File: config.mk
export PLATFORM = sky130hd
export DESIGN_NAME = iot_tracker
export DESIGN_NICKNAME = d
export VERILOG_FILES = /design/src/rtl/iot_pkg.sv /design/src/rtl/iot_fifo.sv /design/src/rtl/iot_tracker.sv
export VERILOG_INCLUDE_DIRS = /design/src /design/src/rtl
export SDC_FILE = /design/constraint.sdc
export NUM_CORES = 2
export LEC_CHECK = 0
export ABC_AREA = 1
export BUFFER_PORTS_ARGS = -buffer_cell sky130_fd_sc_hd__clkbuf_2
export CAP_MARGIN = 20
export CORE_MARGIN = 2
export CORE_UTILIZATION = 45
export DETAILED_ROUTE_END_ITERATION = 8
export SETUP_SLACK_MARGIN = 0.1
export SLEW_MARGIN = 5
export SYNTH_ARGS = -nofsm -noshare
export SYNTH_HDL_FRONTEND = slang
export SYNTH_HIERARCHICAL = 1
export SYNTH_SLANG_ARGS = --single-unit
File: constraint.sdc
create_clock -name clk_sys_i -period 14.45 [get_ports clk_sys_i]
set_input_delay 2.1675 -clock clk_sys_i [delete_from_list [all_inputs] [get_ports clk_sys_i]]
set_output_delay 2.1675 -clock clk_sys_i [all_outputs]
set_load 0.05 [all_outputs]
File: src/rtl/iot_map.svh
// iot_map.svh - codes and sizes of the io transaction tracker
// assumes it is included only through iot_pkg
`ifndef IOT_MAP_SVH
`define IOT_MAP_SVH
// packet format codes of requests
`define IOT_FT_NREAD   4'h2
`define IOT_FT_ATOMIC  4'h2
`define IOT_FT_NWRITE  4'h5
`define IOT_FT_SWRITE  4'h6
`define IOT_FT_MAINT   4'h8
// format code used on ordinary responses
`define IOT_FT_RESP    4'hD
// response status codes
`define IOT_ST_DONE    2'h0
`define IOT_ST_ERROR   2'h1
`define IOT_ST_RETRY   2'h2
// sizes
`define IOT_NUM_TID    4
`define IOT_FIFO_DEPTH 8
`endif

File: src/rtl/iot_pkg.sv
// iot_pkg.sv - types and helpers of the io transaction tracker
// assumes iot_map.svh is on the include path
package iot_pkg;
`include "iot_map.svh"

    typedef enum logic [2:0] {
        K_NREAD    = 3'h0,
        K_NWRITE   = 3'h1,
        K_NWRITE_R = 3'h2,
        K_SWRITE   = 3'h3,
        K_ATOMIC   = 3'h4,
        K_MAINT    = 3'h5
    } iot_kind_type;

    typedef enum logic [1:0] {
        C_READ  = 2'h0,
        C_WRITE = 2'h1,
        C_NONE  = 2'h2
    } iot_class_type;

    // request kind to packet format
    function automatic logic [3:0] iot_ftype(input iot_kind_type k);
        unique case (k)
            K_NREAD:             iot_ftype = `IOT_FT_NREAD;
            K_ATOMIC:            iot_ftype = `IOT_FT_ATOMIC;
            K_NWRITE, K_NWRITE_R: iot_ftype = `IOT_FT_NWRITE;
            K_SWRITE:            iot_ftype = `IOT_FT_SWRITE;
            default:             iot_ftype = `IOT_FT_MAINT;
        endcase
    endfunction : iot_ftype

    // completion ordering class; maintenance stands outside it
    function automatic iot_class_type iot_class(input iot_kind_type k);
        if (k == K_MAINT) iot_class = C_NONE;
        else if (k == K_NREAD) iot_class = C_READ;
        else iot_class = C_WRITE;
    endfunction : iot_class

    // posted writes never get an answer
    function automatic logic iot_needs_resp(input iot_kind_type k);
        iot_needs_resp = (k != K_NWRITE) && (k != K_SWRITE);
    endfunction : iot_needs_resp
endpackage : iot_pkg

File: src/rtl/iot_fifo.sv
// iot_fifo.sv - small synchronous fifo with valid/ready on both sides
// assumes one clock and a synchronous active low reset
`timescale 1ns/10ps
module iot_fifo #(
    parameter int W     = 8,
    parameter int DEPTH = 8
) (
    input  wire logic         clk_sys_i,
    input  wire logic         rstn_i,
    input  wire logic         in_valid_i,
    output logic              in_ready_o,
    input  wire logic [W-1:0] in_data_i,
    output logic              out_valid_o,
    input  wire logic         out_ready_i,
    output logic [W-1:0]      out_data_o
);
    localparam int AW = $clog2(DEPTH);

    if (DEPTH < 2 || (1 << AW) != DEPTH) begin : g_bad_depth
        $error("iot_fifo depth must be a power of two of at least 2");
    end

    logic [W-1:0]  mem_reg [DEPTH];
    logic [AW-1:0] wr_reg;
    logic [AW-1:0] rd_reg;
    logic [AW:0]   cnt_reg;
    logic [AW:0]   cnt_next;
    logic          push;
    logic          pop;

    // flags are registered from the next count so both ready and valid are flops
    assign push       = in_valid_i && in_ready_o;
    assign pop        = out_valid_o && out_ready_i;
    assign cnt_next   = cnt_reg + (AW+1)'(push) - (AW+1)'(pop);
    assign out_data_o = mem_reg[rd_reg];

    // storage has no reset; only pointers, count and flags need one
    always_ff @(posedge clk_sys_i) begin
        if (push) mem_reg[wr_reg] <= in_data_i;
    end

    // pointers, count and flags
    always_ff @(posedge clk_sys_i) begin
        if (!rstn_i) begin
            wr_reg      <= '0;
            rd_reg      <= '0;
            cnt_reg     <= '0;
            in_ready_o  <= 1'b0;
            out_valid_o <= 1'b0;
        end else begin
            if (push) wr_reg <= wr_reg + 1'b1;
            if (pop) rd_reg <= rd_reg + 1'b1;
            cnt_reg     <= cnt_next;
            in_ready_o  <= cnt_next != (AW+1)'(DEPTH);
            out_valid_o <= cnt_next != '0;
        end
    end
endmodule : iot_fifo

File: src/rtl/iot_tracker.sv
// iot_tracker.sv - request/response engine of an io endpoint
// assumes one clock, a memory port that answers with ack, and a packet
// link outside that takes tx words on valid/ready
`timescale 1ns/10ps

// Function
// - correctness never relies on arrival order
// - serial mode: reads/writes wait completion before next
// - finish each request before serving next
// - ordered: retry all later after one retry
// - on retry rewind and resend in order
// - transaction tags restore order at destination
// - never drop an accepted packet
// - input acceptance independent of output queue; here rq_ready_o drops when the buffer fills
// - answer when done or on error
// - nread reads memory, data in done
// - done means success, carries read data
// - error means unrecoverable target failure
// - unique tid per pair, match responses
// - never reuse an outstanding tid
// - out of sequence requests get retried
// - formats: nread 2, writes 5, swrite 6
// - maintenance format 8, no ordering class
// - posted writes: no response, no entry
module iot_tracker #(
    parameter int ADDR_W     = 32,
    parameter int DATA_W     = 64,
    parameter int ID_W       = 8,
    parameter int NUM_TID    = `IOT_NUM_TID,
    parameter int FIFO_DEPTH = `IOT_FIFO_DEPTH
) (
    input  wire logic                          clk_sys_i,
    input  wire logic                          rstn_i,
    input  wire logic                          serial_i,
    input  wire logic                          ordered_i,
    // local request port
    input  wire logic                          req_valid_i,
    input  wire iot_pkg::iot_kind_type         req_kind_i,
    input  wire logic [ID_W-1:0]               req_dest_i,
    input  wire logic [ADDR_W-1:0]             req_addr_i,
    input  wire logic [DATA_W-1:0]             req_data_i,
    output logic                               req_ack_o,
    output logic [$clog2(NUM_TID)-1:0]         req_tid_o,
    // completions to the local user
    output logic                               cpl_valid_o,
    output logic [$clog2(NUM_TID)-1:0]         cpl_tid_o,
    output logic                               cpl_err_o,
    output logic [DATA_W-1:0]                  cpl_data_o,
    output logic                               err_evt_o,
    // outgoing packets
    output logic                               tx_valid_o,
    input  wire logic                          tx_ready_i,
    output logic                               tx_resp_o,
    output logic [3:0]                         tx_ftype_o,
    output logic [1:0]                         tx_status_o,
    output logic [$clog2(NUM_TID)-1:0]         tx_tid_o,
    output logic [ID_W-1:0]                    tx_dest_o,
    output logic [ADDR_W-1:0]                  tx_addr_o,
    output logic [DATA_W-1:0]                  tx_data_o,
    // incoming requests
    input  wire logic                          rq_valid_i,
    output logic                               rq_ready_o,
    input  wire iot_pkg::iot_kind_type         rq_kind_i,
    input  wire logic [ID_W-1:0]               rq_src_i,
    input  wire logic [$clog2(NUM_TID)-1:0]    rq_tid_i,
    input  wire logic [ADDR_W-1:0]             rq_addr_i,
    input  wire logic [DATA_W-1:0]             rq_data_i,
    // incoming responses, always taken
    input  wire logic                          rs_valid_i,
    input  wire logic [ID_W-1:0]               rs_src_i,
    input  wire logic [$clog2(NUM_TID)-1:0]    rs_tid_i,
    input  wire logic [1:0]                    rs_status_i,
    input  wire logic [DATA_W-1:0]             rs_data_i,
    // local memory
    output logic                               mem_req_o,
    output logic                               mem_we_o,
    output logic [ADDR_W-1:0]                  mem_addr_o,
    output logic [DATA_W-1:0]                  mem_wdata_o,
    input  wire logic                          mem_ack_i,
    input  wire logic                          mem_err_i,
    input  wire logic [DATA_W-1:0]             mem_rdata_i
);
    import iot_pkg::*;

    localparam int TID_W = $clog2(NUM_TID);
    localparam int FW    = 1 + 3 + ID_W + TID_W + ADDR_W + DATA_W;

    if (NUM_TID < 2 || (1 << TID_W) != NUM_TID) begin : g_bad_tid
        $error("iot_tracker tid count must be a power of two of at least 2");
    end

    typedef enum logic [1:0] {
        R_IDLE = 2'b00,
        R_MEM  = 2'b01,
        R_SWAP = 2'b10,
        R_RESP = 2'b11
    } iot_rsp_type;

    // ************************************************************
    // requester: outstanding table
    // ************************************************************
    logic                 ent_valid_reg [NUM_TID];
    logic                 ent_flag_reg  [NUM_TID];
    iot_kind_type         ent_kind_reg  [NUM_TID];
    logic [ID_W-1:0]      ent_dest_reg  [NUM_TID];
    logic [ADDR_W-1:0]    ent_addr_reg  [NUM_TID];
    logic [DATA_W-1:0]    ent_data_reg  [NUM_TID];
    logic [TID_W-1:0]     next_tid_reg;
    logic [TID_W-1:0]     rw_ptr_reg;
    logic                 rw_active;
    logic                 busy_rw;
    logic                 needs;
    logic                 serial_ok;
    logic                 can_new;
    logic                 slot;
    logic                 pick_rsp;
    logic                 pick_rw;
    logic                 pick_new;
    logic                 rs_hit;
    logic                 rs_retry;
    logic                 rs_fin;

    // flags pending and reads/writes outstanding
    always_comb begin
        rw_active = 1'b0;
        busy_rw   = 1'b0;
        for (int i = 0; i < NUM_TID; i++) begin
            rw_active = rw_active | (ent_flag_reg[i] & ent_valid_reg[i]);
            busy_rw   = busy_rw | (ent_valid_reg[i] & (iot_class(ent_kind_reg[i]) != C_NONE));
        end
    end

    iot_rsp_type          rst_reg;

    // issue decision; new work waits while a rewind is in progress
    assign needs     = iot_needs_resp(req_kind_i);
    assign serial_ok = !serial_i || iot_class(req_kind_i) == C_NONE || !busy_rw;
    assign can_new   = req_valid_i && !req_ack_o && !rw_active && serial_ok
                       && (!needs || !ent_valid_reg[next_tid_reg]);
    assign slot      = !tx_valid_o || tx_ready_i;
    assign pick_rsp  = slot && rst_reg == R_RESP;
    assign pick_rw   = slot && !pick_rsp && rw_active
                       && ent_flag_reg[rw_ptr_reg] && ent_valid_reg[rw_ptr_reg];
    assign pick_new  = slot && !pick_rsp && can_new;

    // responses match by tid and source; strangers are only reported
    assign rs_hit   = rs_valid_i && ent_valid_reg[rs_tid_i]
                      && ent_dest_reg[rs_tid_i] == rs_src_i;
    assign rs_retry = rs_hit && rs_status_i == `IOT_ST_RETRY;
    assign rs_fin   = rs_hit && rs_status_i != `IOT_ST_RETRY;

    // table entries; a retry mark set in the cycle it is cleared survives
    always_ff @(posedge clk_sys_i) begin
        for (int i = 0; i < NUM_TID; i++) begin
            if (!rstn_i) begin
                ent_valid_reg[i] <= 1'b0;
                ent_flag_reg[i]  <= 1'b0;
            end else begin
                if (pick_new && needs && TID_W'(i) == next_tid_reg) begin
                    ent_valid_reg[i] <= 1'b1;
                    ent_kind_reg[i]  <= req_kind_i;
                    ent_dest_reg[i]  <= req_dest_i;
                    ent_addr_reg[i]  <= req_addr_i;
                    ent_data_reg[i]  <= req_data_i;
                end else if (rs_fin && TID_W'(i) == rs_tid_i) begin
                    ent_valid_reg[i] <= 1'b0;
                end
                if (rs_retry && ent_valid_reg[i] && (TID_W'(i) == rs_tid_i || (ordered_i
                    && (TID_W'(i) - rs_tid_i) < (next_tid_reg - rs_tid_i)))) begin
                    ent_flag_reg[i] <= 1'b1;
                end else if ((pick_rw && TID_W'(i) == rw_ptr_reg) || !ent_valid_reg[i]) begin
                    ent_flag_reg[i] <= 1'b0;
                end
            end
        end
    end

    // tids run in sequence so issue order is tid order modulo the table
    always_ff @(posedge clk_sys_i) begin
        if (!rstn_i) begin
            next_tid_reg <= '0;
            rw_ptr_reg   <= '0;
        end else begin
            if (pick_new && needs) next_tid_reg <= next_tid_reg + 1'b1;
            if (rs_retry && !rw_active) begin
                rw_ptr_reg <= rs_tid_i;
            end else if (rw_active && (pick_rw || !(ent_flag_reg[rw_ptr_reg]
                         && ent_valid_reg[rw_ptr_reg]))) begin
                rw_ptr_reg <= rw_ptr_reg + 1'b1;
            end
        end
    end

    // acknowledge, completion and stray response pulses
    always_ff @(posedge clk_sys_i) begin
        if (!rstn_i) begin
            req_ack_o   <= 1'b0;
            req_tid_o   <= '0;
            cpl_valid_o <= 1'b0;
            cpl_tid_o   <= '0;
            cpl_err_o   <= 1'b0;
            cpl_data_o  <= '0;
            err_evt_o   <= 1'b0;
        end else begin
            req_ack_o   <= pick_new;
            if (pick_new) req_tid_o <= needs ? next_tid_reg : '0;
            cpl_valid_o <= rs_fin;
            if (rs_fin) begin
                cpl_tid_o  <= rs_tid_i;
                cpl_err_o  <= rs_status_i == `IOT_ST_ERROR;
                cpl_data_o <= rs_data_i;
            end
            err_evt_o   <= rs_valid_i && !rs_hit;
        end
    end

    // ************************************************************
    // responder: input buffer and service machine
    // ************************************************************
    logic                 f_valid;
    logic                 f_ready;
    logic [FW-1:0]        f_data;
    logic [FW-1:0]        in_word;
    logic                 in_retry;
    logic                 in_seq;
    logic [TID_W-1:0]     exp_tid_reg;
    logic                 cur_retry;
    iot_kind_type         cur_kind;
    logic [ID_W-1:0]      cur_src;
    logic [TID_W-1:0]     cur_tid;
    logic [ADDR_W-1:0]    cur_addr;
    logic [DATA_W-1:0]    cur_data;
    logic [TID_W-1:0]     rtid_reg;
    logic [ID_W-1:0]      rsrc_reg;
    logic                 rmaint_reg;
    logic [1:0]           rstat_reg;
    logic                 rpost_reg;
    logic [DATA_W-1:0]    rdata_reg;

    // sequenced requests out of turn are marked for a retry answer at entry,
    // so the buffer waits on the output side to accept them only when it is full
    assign in_seq   = ordered_i && rq_kind_i != K_MAINT && iot_needs_resp(rq_kind_i);
    assign in_retry = in_seq && rq_tid_i != exp_tid_reg;
    assign in_word  = {in_retry, rq_kind_i, rq_src_i, rq_tid_i, rq_addr_i, rq_data_i};
    assign {cur_retry, cur_kind, cur_src, cur_tid, cur_addr, cur_data} = f_data;
    assign f_ready  = rst_reg == R_IDLE;

    iot_fifo #(
        .W     (FW),
        .DEPTH (FIFO_DEPTH)
    ) u_rq_fifo (
        .clk_sys_i   (clk_sys_i),
        .rstn_i      (rstn_i),
        .in_valid_i  (rq_valid_i),
        .in_ready_o  (rq_ready_o),
        .in_data_i   (in_word),
        .out_valid_o (f_valid),
        .out_ready_i (f_ready),
        .out_data_o  (f_data)
    );

    // expected tag advances only on an in-turn accepted request; every later
    // one keeps missing until the retried one comes back
    always_ff @(posedge clk_sys_i) begin
        if (!rstn_i) begin
            exp_tid_reg <= '0;
        end else if (rq_valid_i && rq_ready_o && in_seq && !in_retry) begin
            exp_tid_reg <= exp_tid_reg + 1'b1;
        end
    end

    // service one request at a time; the next pops only after the answer left, or after the memory ack of a posted write
    always_ff @(posedge clk_sys_i) begin
        if (!rstn_i) begin
            rst_reg     <= R_IDLE;
            mem_req_o   <= 1'b0;
            mem_we_o    <= 1'b0;
            mem_addr_o  <= '0;
            mem_wdata_o <= '0;
            rtid_reg    <= '0;
            rsrc_reg    <= '0;
            rmaint_reg  <= 1'b0;
            rpost_reg   <= 1'b0;
            rstat_reg   <= `IOT_ST_DONE;
            rdata_reg   <= '0;
        end else begin
            unique case (rst_reg)
                R_IDLE: if (f_valid) begin
                    rtid_reg   <= cur_tid;
                    rsrc_reg   <= cur_src;
                    rmaint_reg <= cur_kind == K_MAINT;
                    rpost_reg  <= !iot_needs_resp(cur_kind);
                    rdata_reg  <= '0;
                    rstat_reg  <= cur_retry ? `IOT_ST_RETRY : `IOT_ST_DONE;
                    if (cur_retry || cur_kind == K_MAINT) begin
                        rst_reg <= R_RESP;
                    end else begin
                        mem_req_o   <= 1'b1;
                        mem_we_o    <= cur_kind != K_NREAD && cur_kind != K_ATOMIC;
                        mem_addr_o  <= cur_addr;
                        mem_wdata_o <= cur_data;
                        rst_reg     <= cur_kind == K_ATOMIC ? R_SWAP : R_MEM;
                    end
                end
                R_MEM: if (mem_ack_i) begin
                    mem_req_o <= 1'b0;
                    if (!mem_we_o) rdata_reg <= mem_rdata_i;
                    if (mem_err_i) rstat_reg <= `IOT_ST_ERROR;
                    rst_reg <= rpost_reg ? R_IDLE : R_RESP;
                end
                R_SWAP: if (mem_ack_i) begin
                    // old value goes back, supplied value is written without a gap
                    rdata_reg <= mem_rdata_i;
                    if (mem_err_i) begin
                        mem_req_o <= 1'b0;
                        rstat_reg <= `IOT_ST_ERROR;
                        rst_reg   <= R_RESP;
                    end else begin
                        mem_we_o <= 1'b1;
                        rst_reg  <= R_MEM;
                    end
                end
                R_RESP: if (pick_rsp) rst_reg <= R_IDLE;
            endcase
        end
    end

    // ************************************************************
    // outgoing packet register
    // ************************************************************
    // answers win the slot, so remote requesters wait on our own traffic only for a packet already held in the register
    always_ff @(posedge clk_sys_i) begin
        if (!rstn_i) begin
            tx_valid_o  <= 1'b0;
            tx_resp_o   <= 1'b0;
            tx_ftype_o  <= '0;
            tx_status_o <= '0;
            tx_tid_o    <= '0;
            tx_dest_o   <= '0;
            tx_addr_o   <= '0;
            tx_data_o   <= '0;
        end else if (pick_rsp) begin
            tx_valid_o  <= 1'b1;
            tx_resp_o   <= 1'b1;
            tx_ftype_o  <= rmaint_reg ? `IOT_FT_MAINT : `IOT_FT_RESP;
            tx_status_o <= rstat_reg;
            tx_tid_o    <= rtid_reg;
            tx_dest_o   <= rsrc_reg;
            tx_addr_o   <= '0;
            tx_data_o   <= rdata_reg;
        end else if (pick_rw) begin
            tx_valid_o  <= 1'b1;
            tx_resp_o   <= 1'b0;
            tx_ftype_o  <= iot_ftype(ent_kind_reg[rw_ptr_reg]);
            tx_status_o <= '0;
            tx_tid_o    <= rw_ptr_reg;
            tx_dest_o   <= ent_dest_reg[rw_ptr_reg];
            tx_addr_o   <= ent_addr_reg[rw_ptr_reg];
            tx_data_o   <= ent_data_reg[rw_ptr_reg];
        end else if (pick_new) begin
            tx_valid_o  <= 1'b1;
            tx_resp_o   <= 1'b0;
            tx_ftype_o  <= iot_ftype(req_kind_i);
            tx_status_o <= '0;
            tx_tid_o    <= needs ? next_tid_reg : '0;
            tx_dest_o   <= req_dest_i;
            tx_addr_o   <= req_addr_i;
            tx_data_o   <= req_data_i;
        end else if (tx_ready_i) begin
            tx_valid_o  <= 1'b0;
        end
    end
endmodule : iot_tracker

==> impl_metrics.tcl <==
set metrics [dict create \
    fin_crit_sh_pct 35.95 \
    cts_sinks 1705 \
    ctsResizeCount 0 \
    antenna_found_initial 47 \
    hold_path_end "rstat_reg[0]$_SDFFE_PN0P_" \
    cts_tree "built" \
    cts_hold_buf 0 \
    yosysWarnings 6 \
    whs_ns 0.4569 \
    ant_nets 0 \
    dieArea_um2 156300 \
    finClkSkew_ns 0.05351 \
    worstSetupPathType "primary input to flip-flop" \
    p_per_area_nw_per_um2 184.0 \
    min_from "rstat_reg[0]$_SDFFE_PN0P_" \
    grt_max_degree 233 \
    layout.nets 7408 \
    largest_reg_flops 880 \
    drive_gt1_share_pct 14.49 \
    synth.area.top_cells "edfxtp_1 (57%), dfxtp_1 (11%), nand2_1 (6.6%)" \
    grt_pass1_wl_um 291400 \
    hold_depth 2 \
    row_count 143 \
    dp_hpwl_um 110900 \
    cts_buffers 179 \
    die_y_um 395.4 \
    yosysTopAreaCellShare_pct 57.24 \
    setup_viol 0 \
    mostFrequentLayoutCell "edfxtp_1" \
    syn_inst 6559 \
    fmax_mhz 192.5 \
    h-tree-depth 4 \
    overflow 0 \
    die_w_um 395.4 \
    hold_path_class "flip-flop to flip-flop" \
    finalMaxSlewViolations 0 \
    finalHoldViolations 0 \
    root_buffer "clkbuf_16" \
    start_util_pct 45.33 \
    drv_cap 0 \
    critPathArrivalTime_ns 5.57 \
    grtUsageTotal_pct 24.32 \
    post_cts_buffers 0 \
    place_congestion 0.8606 \
    crit_path_max_fanout 58 \
    ys_types 43 \
    ios 651 \
    r2r-end "tx_data_o[50]$_SDFFE_PN0P_" \
    rr_worst_depth 12 \
    outcome "complete, no violations" \
    slew_headroom_pct 24.04 \
    yosys.area.top_type "edfxtp_1" \
    via_per_inst 5.339 \
    synth.net_count 6952 \
    clk_pin_slew_ns 0.06 \
    vias 49220 \
    seq_area_frac_synth_pct 68.59 \
    setup_tns_ns 0 \
    fillCellCount 13610 \
    clock_latency_ns 0.81 \
    synth-seq-cells 1705 \
    layout_common_cells "edfxtp_1 (1,314), nand2_1 (1,212), nor2_1 (1,179), o21ai_0 (688), clkbuf_2 (649)" \
    grt_pass1_vias 46460 \
    ff2ff_setup_slack_ns 9.85 \
    tightest_slew_ns 1.139 \
    dr.pass1.iters 8 \
    drt-total-wl_um 195300 \
    io_buffer_count 650 \
    remaining_drc_errors 0 \
    fin_crit_ns 5.194 \
    clockBufferDepth 3 \
    detail_route.iter0.violations 4083 \
    area_delta_synth_final_pct 14.97 \
    crit_path_start_kind "primary input" \
    avgSynthCellArea_um2 10.51 \
    synthesis.area_um2 68940 \
    ir_drop_mv 0.1609 \
    cp-end-kind "flip-flop" \
    wire_per_inst_um 21.19 \
    coreArea_um2 152100 \
    required_ns 14.83 \
    rsz0062_at_grt "no" \
    p_leak_nw 29.96 \
]
critical path: stages:
cell and delay [ns]:
clkbuf_2 0.08, inv_1 0.05, a21oi_1 0.44, nand4_1 0.16, nor2_1 0.20, nand2_4 0.20
nor2_1 0.34, nand2_1 0.19, nor2_4 0.10, buf_4 0.66, buf_4 0.83
area by class of cell:
class                   count  area, µm²  share of cell area (%)
flip-flops and latches   1705      47300                   59.68
clock buffers             252       5057                   6.381
inverters                 226      885.9                   1.118
well taps                2030       2540                   3.205
clock inverters            84      733.2                  0.9251
multi-input cells        4183      18790                   23.71
repair buffers            720       3899                   4.919
diodes                     18      45.04                 0.05683
per-stage QoR:
step	area (µm²)	setup WS, ns	utilization, %	instances	power, mW
2_1_floorplan	68940	6.335	-	6559	9.015
3_3_place_gp	73290	8.497	48.19	8859	10.15
3_5_place_dp	73350	8.510	48.23	8861	10.21
4_1_cts	79140	9.369	52.04	9197	14.70
5_1_grt	79240	9.095	52.10	9210	15.37
6_report	79260	9.256	52.12	9218	14.59
layer usage:
metal	share of wire, %	track usage [%]	up-vias	routed length, µm
li1	-	-	23590	-
met1	42	31.18	23780	81330
met2	49	40.73	1497	94880
met3	7.2	5.755	298	13980
met4	2.4	7.754	50	4767
met5	0.17	0	-	339
cell usage after synthesis, drive strengths merged:
| cell | number |
|---|---|
| edfxtp | 1314 |
| a21oi | 337 |
| a31oi | 2 |
| fa | 3 |
| a311oi | 1 |
| nor2 | 1194 |
| a211o | 1 |
| nand3 | 288 |
| nand3b | 3 |
| nand4 | 74 |
| o22ai | 103 |
| o2111ai | 1 |
| buf | 168 |
| clkinv | 1 |
| a21boi | 1 |
| and2 | 2 |
| clkbuf | 277 |
| inv | 225 |
| o21ai | 836 |
| nor3 | 3 |
| dfxtp | 391 |
| ha | 24 |
| or2 | 1 |
| a211oi | 4 |
| o211a | 1 |
| o211ai | 72 |
| o21a | 1 |
| nor4 | 1 |
| nand2 | 1219 |
| xnor2 | 2 |
| a31o | 4 |
| xor2 | 5 |
how the worst max path moves through the flow:
| stage | start | end | depth (start not counted) |
|---|---|---|---|
| 2_1_floorplan | tx_ready_i | ent_addr_reg[1][0]$_DFFE_PP_ | 8 |
| 3_3_place_gp | tx_ready_i | ent_data_reg[3][45]$_DFFE_PP_ | 11 |
| 3_5_place_dp | tx_ready_i | ent_data_reg[3][45]$_DFFE_PP_ | 11 |
| 4_1_cts | tx_ready_i | ent_data_reg[3][59]$_DFFE_PP_ | 11 |
| 5_1_grt | tx_ready_i | ent_data_reg[3][12]$_DFFE_PP_ | 11 |
| 6_report | tx_ready_i | ent_data_reg[3][59]$_DFFE_PP_ | 11 |
report_power, final:
group | switching, mW | internal [mW]
registers | 0.238 | 5.68
clock network | 1.93 | 2.56
logic | 3.14 | 1.03
total | 5.31 | 9.28
kinds of logic (layout without fill, tap and decap cells):
group | Yosys count | in the layout | synth area share, %
compound gates | 1364 | 1364 | 10.42
other cells | 0 | 18 | 0
xor+xnor | 7 | 7 | 0.08893
flops | 1705 | 1705 | 68.59
fa+ha+maj | 27 | 27 | 0.5227
buf+inv | 671 | 1282 | 4.361
simple gates | 2785 | 2785 | 16.02
No activity file was read; power rests on OpenSTA's default activity.
